File: config.mk
export PLATFORM = sky130hd
export DESIGN_NAME = pirc_top
export DESIGN_NICKNAME = d
export VERILOG_FILES = /design/src/inc/pirc_pkg.sv /design/src/hw/pirc_top.sv
export SDC_FILE = /design/constraint.sdc
export NUM_CORES = 1
export LEC_CHECK = 0
export ABC_AREA = 1
export BUFFER_PORTS_ARGS = -buffer_cell sky130_fd_sc_hd__buf_2
export CORE_MARGIN = 2
export CORE_UTILIZATION = 50
export CTS_CLUSTER_SIZE = 25
export DETAILED_ROUTE_END_ITERATION = 8
export PLACE_DENSITY = 0.78
export SLEW_MARGIN = 20
export SYNTH_ARGS = -nofsm -noshare
export SYNTH_HDL_FRONTEND = slang
export SYNTH_SLANG_ARGS = --single-unit
File: constraint.sdc
create_clock -name CLK_I -period 3.1 [get_ports CLK_I]
set_input_delay 0.465 -clock CLK_I [delete_from_list [all_inputs] [get_ports CLK_I]]
set_output_delay 0.465 -clock CLK_I [all_outputs]
set_load 0.01 [all_outputs]
File: src/inc/pirc_pkg.sv
// Constants and carrier types of the priority interrupt and reset controller
package pirc_pkg;
  localparam int NLVL = 8;                       // Priority levels
  localparam int NSRC = 11;                      // Hardware request sources
  localparam int NRSRC = 4;                      // Synchronous master-reset sources

  // Register byte offsets
  localparam logic [7:0] OFS_CTRL = 8'h00;       // Global enable
  localparam logic [7:0] OFS_MASK = 8'h04;       // Source masks
  localparam logic [7:0] OFS_PEND = 8'h08;       // Pending levels, read only
  localparam logic [7:0] OFS_ACT  = 8'h0C;       // Active levels, read only
  localparam logic [7:0] OFS_STAT = 8'h10;       // Request state, read only

  // Field positions and reset values
  localparam int CTRL_GIE_BIT = 0;
  localparam int STAT_IRQ_BIT = 0;
  localparam int STAT_BOOT_BIT = 1;
  localparam int STAT_LVL_LSB = 4;
  localparam logic [NSRC-1:0] MASK_RST = 11'h7FF;  // All sources masked

  // Vectors and opcodes
  localparam logic [11:0] VEC_STEP = 12'h040;
  localparam logic [11:0] VEC_TOP  = 12'h1E0;
  localparam logic [7:0]  BOOT_OP  = 8'hC1;
  localparam logic [11:0] BOOT_VEC = 12'h008;
  localparam logic [7:0]  OP_TAB [NLVL] = '{8'hC8, 8'hD0, 8'hD8, 8'hE8, 8'hE8, 8'hF0, 8'hF8, 8'hFC};

  // Source to level map: p5 pin2, p5 pin3, timer1, serial, p4 pins,
  // timer2, t3 cmp1, t3 cmp2, t3 edge, p5 pins 0/1, supply monitor
  localparam logic [2:0] SRC_LVL [NSRC] = '{3'h1, 3'h1, 3'h2, 3'h3, 3'h3, 3'h4, 3'h5, 3'h5, 3'h5, 3'h6, 3'h7};

  // AXI responses
  localparam logic [1:0] RESP_OKAY   = 2'h0;
  localparam logic [1:0] RESP_SLVERR = 2'h2;

  // Controller mode
  typedef enum logic {
    MD_BOOT = 1'b0,                              // Reset call outstanding
    MD_RUN  = 1'b1                               // Normal service
  } pirc_mode_t;

  // Command strobes from the core sequencer
  typedef struct packed {
    logic       instr_end;                       // Instruction cycle ends
    logic       io_instr;                        // Current instruction is I/O
    logic       ei;                              // Enable or sleep instruction
    logic       di;                              // Disable instruction
    logic       return_from_interrupt_op;                             // Return from interrupt
    logic       software_interrupt_op;                             // Software interrupt write
    logic [7:0] swi_data;                        // Two popped nibbles
    logic       ack;                             // Acknowledge cycle runs
  } pirc_core_cmd_t;

  // Request towards the core
  typedef struct packed {
    logic        irq;                            // Service wanted
    logic        boot;                           // Reset call wanted
    logic [2:0]  level;                          // Selected level
    logic [7:0]  op;                             // Short call opcode
    logic [11:0] vec;                            // Call target
  } pirc_core_req_t;

  // Whole state of the controller
  typedef struct packed {
    logic [NLVL-1:0]  pend;
    logic [NLVL-1:0]  act;
    logic             gie;
    logic [NSRC-1:0]  mask;
    logic [NSRC-1:0]  hold;
    logic             ph;
    pirc_mode_t       mode;
    logic             io_rst;
    logic [NRSRC-1:0] rs1;
    logic [NRSRC-1:0] rs2;
    pirc_core_req_t   req;
    logic             awready;
    logic             wready;
    logic [7:0]       awaddr;
    logic [31:0]      wdata;
    logic [3:0]       wstrb;
    logic             bvalid;
    logic [1:0]       bresp;
    logic             arready;
    logic             rvalid;
    logic [31:0]      rdata;
    logic [1:0]       rresp;
  } pirc_state_t;
endpackage : pirc_pkg

File: src/hw/pirc_top.sv
// Priority interrupt controller with master-reset entry and AXI4-Lite registers
//
// Chosen here: the register offsets and the AXI4-Lite register port.
`timescale 1ns/1ns
module pirc_top (
  input  wire logic                      CLK_I,
  input  wire logic                      NRST_I,
  input  wire logic                      CE_I,
  input  wire logic [pirc_pkg::NSRC-1:0] SRC_I,
  input  wire logic [pirc_pkg::NRSRC-1:0] RST_SRC_I,
  input  wire pirc_pkg::pirc_core_cmd_t  CORE_CMD_I,
  output      pirc_pkg::pirc_core_req_t  CORE_REQ_O,
  output      logic                      MCYC_PH_O,
  output      logic                      IO_RESET_O,
  output      logic                      PORT_IN_MODE_O,
  input  wire logic [7:0]                S_AXI_AWADDR,
  input  wire logic                      S_AXI_AWVALID,
  output      logic                      S_AXI_AWREADY,
  input  wire logic [31:0]               S_AXI_WDATA,
  input  wire logic [3:0]                S_AXI_WSTRB,
  input  wire logic                      S_AXI_WVALID,
  output      logic                      S_AXI_WREADY,
  output      logic [1:0]                S_AXI_BRESP,
  output      logic                      S_AXI_BVALID,
  input  wire logic                      S_AXI_BREADY,
  input  wire logic [7:0]                S_AXI_ARADDR,
  input  wire logic                      S_AXI_ARVALID,
  output      logic                      S_AXI_ARREADY,
  output      logic [31:0]               S_AXI_RDATA,
  output      logic [1:0]                S_AXI_RRESP,
  output      logic                      S_AXI_RVALID,
  input  wire logic                      S_AXI_RREADY
);

  pirc_pkg::pirc_state_t s_r;                    // Registered state
  pirc_pkg::pirc_state_t s_nxt;                  // Next state

  // Byte-lane merge of a bus write into an old word
  function automatic logic [31:0] merge(input logic [31:0] old, input logic [31:0] wd, input logic [3:0] st);
    logic [31:0] r;
    r = old;
    for (int b = 0; b < 4; b++) begin
      if (st[b]) begin
        r[8*b +: 8] = wd[8*b +: 8];
      end
    end
    return r;
  endfunction : merge

  // Next-state logic for the whole controller
  always_comb begin
    logic [7:0]  cand;                           // Pending but not in service
    logic [2:0]  sel;                            // Highest candidate level
    logic        found;                          // Any candidate at all
    logic        blk;                            // Higher level in service
    logic [2:0]  hi;                             // Highest active level
    logic [31:0] w;                              // Merged write word
    logic        hit;                            // Mapped address
    cand  = '0;
    sel   = '0;
    found = 1'b0;
    blk   = 1'b0;
    hi    = '0;
    w     = '0;
    hit   = 1'b0;
    s_nxt = s_r;
    // Two clocks per machine cycle
    s_nxt.ph = ~s_r.ph;
    // Reset sources come from outside the clock domain
    s_nxt.rs1 = RST_SRC_I;
    s_nxt.rs2 = s_r.rs1;
    // Bus reset only for the power-on phase
    s_nxt.io_rst = 1'b0;
    // Requests between samples are held until the next sample
    s_nxt.hold = s_r.hold | SRC_I;

    // Global flag from enable, sleep and disable instructions
    if (CORE_CMD_I.di) begin
      s_nxt.gie = 1'b0;
    end else if (CORE_CMD_I.ei) begin
      s_nxt.gie = 1'b1;
    end

    // Return clears the level in service, the highest active one
    if (CORE_CMD_I.return_from_interrupt_op) begin
      for (int i = 0; i < pirc_pkg::NLVL; i++) begin
        if (s_r.act[i]) begin
          hi = 3'(i);
        end
      end
      if (|s_r.act) begin
        s_nxt.act[hi]  = 1'b0;
        s_nxt.pend[hi] = 1'b0;
      end
    end

    // Acknowledge cycle: boot call first, then normal service
    if (CORE_CMD_I.ack) begin
      if (s_r.mode == pirc_pkg::MD_BOOT) begin
        s_nxt.mode = pirc_pkg::MD_RUN;
      end else if (s_r.req.irq) begin
        s_nxt.act[s_r.req.level] = 1'b1;
      end
    end

    // Sampling after clears, so a fresh request wins over a return
    // I/O cycles own the bus, so no sample then; adds to the latency
    if (CORE_CMD_I.instr_end && !CORE_CMD_I.io_instr) begin
      for (int j = 0; j < pirc_pkg::NSRC; j++) begin
        if (s_r.hold[j] && !s_r.mask[j]) begin
          s_nxt.pend[pirc_pkg::SRC_LVL[j]] = 1'b1;
        end
      end
      s_nxt.hold = SRC_I;
    end

    // Software interrupt goes straight to the pending bits
    if (CORE_CMD_I.software_interrupt_op) begin
      s_nxt.pend = s_nxt.pend | CORE_CMD_I.swi_data;
    end

    // Write channels: address and data taken in either order
    if (s_r.awready && S_AXI_AWVALID) begin
      s_nxt.awready = 1'b0;
      s_nxt.awaddr  = S_AXI_AWADDR;
    end
    if (s_r.wready && S_AXI_WVALID) begin
      s_nxt.wready = 1'b0;
      s_nxt.wdata  = S_AXI_WDATA;
      s_nxt.wstrb  = S_AXI_WSTRB;
    end
    // Both halves held: perform the write and answer
    if (!s_r.awready && !s_r.wready && !s_r.bvalid) begin
      s_nxt.bvalid = 1'b1;
      s_nxt.bresp  = pirc_pkg::RESP_OKAY;
      unique case (s_r.awaddr)
        pirc_pkg::OFS_CTRL: begin
          w = merge({31'h0, s_r.gie}, s_r.wdata, s_r.wstrb);
          s_nxt.gie = w[pirc_pkg::CTRL_GIE_BIT];
        end
        pirc_pkg::OFS_MASK: begin
          w = merge({21'h0, s_r.mask}, s_r.wdata, s_r.wstrb);
          s_nxt.mask = w[pirc_pkg::NSRC-1:0];
        end
        // Status registers ignore writes
        pirc_pkg::OFS_PEND, pirc_pkg::OFS_ACT, pirc_pkg::OFS_STAT: begin
          s_nxt.bresp = pirc_pkg::RESP_OKAY;
        end
        default: begin
          s_nxt.bresp = pirc_pkg::RESP_SLVERR;
        end
      endcase
    end
    // Response taken: reopen both channels
    if (s_r.bvalid && S_AXI_BREADY) begin
      s_nxt.bvalid  = 1'b0;
      s_nxt.awready = 1'b1;
      s_nxt.wready  = 1'b1;
    end

    // Read channel answers one cycle after the address
    if (s_r.arready && S_AXI_ARVALID) begin
      s_nxt.arready = 1'b0;
      s_nxt.rvalid  = 1'b1;
      s_nxt.rresp   = pirc_pkg::RESP_OKAY;
      s_nxt.rdata   = '0;
      hit = 1'b1;
      unique case (S_AXI_ARADDR)
        pirc_pkg::OFS_CTRL: s_nxt.rdata[pirc_pkg::CTRL_GIE_BIT] = s_r.gie;
        pirc_pkg::OFS_MASK: s_nxt.rdata[pirc_pkg::NSRC-1:0] = s_r.mask;
        pirc_pkg::OFS_PEND: s_nxt.rdata[7:0] = s_r.pend;
        pirc_pkg::OFS_ACT:  s_nxt.rdata[7:0] = s_r.act;
        pirc_pkg::OFS_STAT: begin
          s_nxt.rdata[pirc_pkg::STAT_IRQ_BIT]  = s_r.req.irq;
          s_nxt.rdata[pirc_pkg::STAT_BOOT_BIT] = s_r.req.boot;
          s_nxt.rdata[pirc_pkg::STAT_LVL_LSB +: 3] = s_r.req.level;
        end
        default: hit = 1'b0;
      endcase
      if (!hit) begin
        s_nxt.rresp = pirc_pkg::RESP_SLVERR;
      end
    end
    if (s_r.rvalid && S_AXI_RREADY) begin
      s_nxt.rvalid  = 1'b0;
      s_nxt.arready = 1'b1;
    end

    // Any synchronous reset source overrides the enable, pending, active, held and mode state; masks and bus channels carry on
    if (|s_r.rs2) begin
      s_nxt.gie  = 1'b0;
      s_nxt.pend = '0;
      s_nxt.act  = '0;
      s_nxt.hold = '0;
      s_nxt.mode = pirc_pkg::MD_BOOT;
    end

    // Pick the highest pending level not already in service
    cand = s_nxt.pend & ~s_nxt.act;
    for (int i = 0; i < pirc_pkg::NLVL; i++) begin
      if (cand[i]) begin
        sel   = 3'(i);
        found = 1'b1;
      end
    end
    for (int i = 0; i < pirc_pkg::NLVL; i++) begin
      if (s_nxt.act[i] && (3'(i) > sel)) begin
        blk = 1'b1;
      end
    end
    // Request is computed from next state so an acknowledge never repeats
    s_nxt.req.boot  = (s_nxt.mode == pirc_pkg::MD_BOOT);
    s_nxt.req.irq   = found && !blk && s_nxt.gie && !s_nxt.req.boot;
    s_nxt.req.level = sel;
    if (s_nxt.req.boot) begin
      s_nxt.req.op  = pirc_pkg::BOOT_OP;
      s_nxt.req.vec = pirc_pkg::BOOT_VEC;
    end else begin
      s_nxt.req.op  = pirc_pkg::OP_TAB[sel];
      if (sel == 3'h7) begin
        s_nxt.req.vec = pirc_pkg::VEC_TOP;
      end else begin
        s_nxt.req.vec = 12'((12'(sel) + 12'h001) * pirc_pkg::VEC_STEP);
      end
    end
  end

  // State register; clock enable freezes everything
  always_ff @(posedge CLK_I or negedge NRST_I) begin
    if (!NRST_I) begin
      s_r          <= '0;
      s_r.mask     <= pirc_pkg::MASK_RST;
      s_r.io_rst   <= 1'b1;
      s_r.awready  <= 1'b1;
      s_r.wready   <= 1'b1;
      s_r.arready  <= 1'b1;
      s_r.req.boot <= 1'b1;
      s_r.req.op   <= pirc_pkg::BOOT_OP;
      s_r.req.vec  <= pirc_pkg::BOOT_VEC;
    end else if (CE_I) begin
      s_r <= s_nxt;
    end
  end

  // Outputs straight from the state register
  assign CORE_REQ_O     = s_r.req;
  assign MCYC_PH_O      = s_r.ph;
  assign IO_RESET_O     = s_r.io_rst;
  assign PORT_IN_MODE_O = s_r.io_rst;
  assign S_AXI_AWREADY  = s_r.awready;
  assign S_AXI_WREADY   = s_r.wready;
  assign S_AXI_BVALID   = s_r.bvalid;
  assign S_AXI_BRESP    = s_r.bresp;
  assign S_AXI_ARREADY  = s_r.arready;
  assign S_AXI_RVALID   = s_r.rvalid;
  assign S_AXI_RDATA    = s_r.rdata;
  assign S_AXI_RRESP    = s_r.rresp;

endmodule : pirc_top

==> out/metrics.csv <==
metric,value,unit
outcome,"complete, no violations",
synthAdderAreaFrac,0.0116,
synth_area,0.00541,mm2
synth-simple-area-share,0.213,
fin_total_pwr,3.31,mW
hpwl,9.49,mm
viasPerCell,5.17,
synth-async-reset-ratio,1.00,
ys_types,52,
io_pins,159,
syn_inst,650,
slew_violations,0,
synth_edf_count,0,
hold_class,primary input to async pin,
finClkSkew,11.0,ps
end_kind,flop,
grt.total_usage,0.233,
avgSynthCellArea,8.33,um2
ys_ff_latch,101,
drcViolationCount,0,
slew_headroom,0.454,
die_h,108,um
crit_end,CORE_REQ_O[24]$_DFFE_PN0P_,
synth-xor-area-share,0.00162,
cts.sinks,101,
portBuffers,103,
ant_nets,0,
htree_levels,3,
antenna_found_initial,0,
clock.fmax,0.358,GHz
nets,819,
grt_pass1_vias,4386,
cp_max_fo,6,
multi_input_area,0.00216,mm2
power_density,555,mW/mm2
worstPathArrival,3060,ps
drive_gt1_frac,0.259,
fin_crit_sh,0.901,
period_minus_slack,2790,ps
ys.flop_type,dfrtp_1,
clockBufferDepth,2,
grt_max_degree,61,
crit_type,flop to flop,
synth_mux_area_frac,0.00624,
fillers,953,
seq_area_frac_synth,0.471,
reg2reg_depth,25,
hold_buffers,0,
crit_start,s_r[151]$_DFFE_PN0P_,
drv_cap,0,
n_antenna_cell,0,
root_buffer,clkbuf_8,
ys_warn_count,0,
leakage,2.99,nW
vdd_drop_max,0.000357,V
worst_pin_slew,812,ps
synth-compound-area-share,0.143,
vias,4472,
grt-ovfl-total,0,
critPathRequiredTime,3370,ps
core-area,0.0104,mm2
die_area,0.0117,mm2
initial_core_util,0.520,
cts_tree,built,
grt_setup_unrepaired,no,
grt_pass1_wl,21.1,mm
die_width,108,um
drt_iter0_markers,322,
cts_buffers,9,
r2r_slack,310,ps
synth_top_family_by_area,simple AND/OR/NAND/NOR gates,
gp_congestion,0.915,
timing.rr.start,s_r[151]$_DFFE_PN0P_,
final-setup-viol-count,0,
routedWlPerCell,14.8,um
regArea,0.00255,mm2
finalHoldViolations,0,
area_growth,10.3,%
r2r-end,CORE_REQ_O[24]$_DFFE_PN0P_,
rows,37,
path_clk_slew,100,ps
dr.pass1.iters,5,
worstSetupStartpointType,flop,
fin_setup_tns,0,ps
clk_latency,370,ps
wirelength,12.8,mm
through the flow:
stage / instances / setup slack [ps] / hold WS (ps) / cell area [um2] / util
finish: 865 / 307 / 151 / 5970 / 0.573
global route: 865 / 5.73 / 220 / 5970 / 0.573
CTS: 861 / 330 / 179 / 5930 / 0.569
detailed placement: 845 / 277 / 439 / 5740 / 0.551
global placement: 845 / 362 / 429 / 5740 / 0.551
floorplan: 680 / 699 / 169 / 5530 / -
cell usage after synthesis, types with 6 or more instances:
cell type,count,area (um2)
dfstp_2,16,420
nor2_1,28,105
a32o_1,8,80.1
nand2_2,8,50.1
nor3_1,9,45.0
o21ai_0,51,255
o22ai_1,12,75.1
dfrtp_1,85,2130
a21oi_1,12,60.1
o21ai_1,11,55.1
clkbuf_1,15,56.3
nand2_1,166,623
a221oi_1,6,52.6
buf_4,62,465
nand3_1,29,145
inv_2,12,45.0
inv_1,60,225
critical path, stage by stage (launching register included):
cell and delay, ps:
dfrtp_1 430, nor2_2 160, nand3_2 150, nor2_4 130, nand4_1 140, nand2_1 90, nand2_1 90, nand3_1 120
nand2_1 60, nand2_1 80, nand2_2 70, nand2_2 60, nand2_2 60, nand2_4 90, inv_1 90, ha_1 220
o21ai_1 120, inv_1 60, nor2_1 100, nor2_1 50, nand2_1 60, nand2_1 60, nand2_1 60, nand2_1 50
nand2_1 60, nand2_1 50
worst min path at each step:
stage | from | cells past startpoint | slack (ps) | endpoint
CTS | NRST_I | 1 | 180 | s_r[78]$_DFFE_PN0P_
detailed placement | IO_RESET_O$_DFFE_PN1P_ | 2 | 440 | IO_RESET_O$_DFFE_PN1P_
floorplan | NRST_I | 0 | 170 | CORE_REQ_O[14]$_DFFE_PN0P_
global route | NRST_I | 1 | 220 | s_r[78]$_DFFE_PN0P_
finish | NRST_I | 1 | 150 | s_r[78]$_DFFE_PN0P_
global placement | IO_RESET_O$_DFFE_PN1P_ | 2 | 430 | IO_RESET_O$_DFFE_PN1P_
power by group:
part	switching, mW	internal, mW
combinational	0.482	0.266
sequential	0.153	1.57
clock	0.460	0.381
total	1.10	2.22
placed cells by master (no fill, tap or decap), types with 3 or more instances in the layout:
cell type | synthesis | routed
nor3_1 | 9 | 9
buf_2 | 2 | 102
nand3_2 | 5 | 5
o21ai_0 | 51 | 50
a221oi_1 | 6 | 6
o21ai_1 | 11 | 12
buf_4 | 62 | 10
clkbuf_8 | 0 | 9
nand3_1 | 29 | 29
dfrtp_1 | 85 | 83
conb_1 | 2 | 32
inv_2 | 12 | 12
dfstp_2 | 16 | 16
o22ai_1 | 12 | 12
nor2_2 | 4 | 4
a32o_1 | 8 | 8
ha_1 | 5 | 5
nor2_1 | 28 | 27
nand2_2 | 8 | 8
a21oi_1 | 12 | 12
mux2_2 | 3 | 3
nand2_1 | 166 | 166
clkbuf_1 | 15 | 3
inv_1 | 60 | 60
inv_6 | 1 | 3
kinds of logic (layout without fill, tap and decap cells):
family          count (synthesis)  count (layout)
compound gates                121             121
buf+inv                       156             205
flops                         101             101
simple gates                  261             261
other cells                     2              32
fa+ha+maj                       5               5
mux                             3               3
xor+xnor                        1               1
state kept, by name, summed over array words and instances, names as in the netlist, 4 cells and up:
signal / cells
CORE_REQ_O: 12
S_AXI_RDATA: 11
s_nxt: 4
s_r: 65
per-layer routing:
layer	GRT usage	vias to the layer above	wire length, um
met1	0.308	2094	5630
met4	0.0751	0	252
met5	0	-	0
met3	0.0392	29	889
met2	0.391	169	6030
li1	-	2180	-
layout make-up:
class | instances | area share
inverter | 76 | 0.0488
sequential | 101 | 0.427
clock buffer | 12 | 0.0226
multi-input combinational | 423 | 0.362
timing repair buffer | 113 | 0.101
clock inverter | 4 | 0.00922
tap | 136 | 0.0285
timing repair:
| action | 4_1_cts | 5_1_grt |
|---|---|---|
| gates resized for setup | 0 | 6 |
| setup buffers | 0 | 4 |
| endpoints found under the setup margin | 0 | 1 |
| hold endpoints to repair | 0 | 0 |
Power figures use the tool's default switching activity.
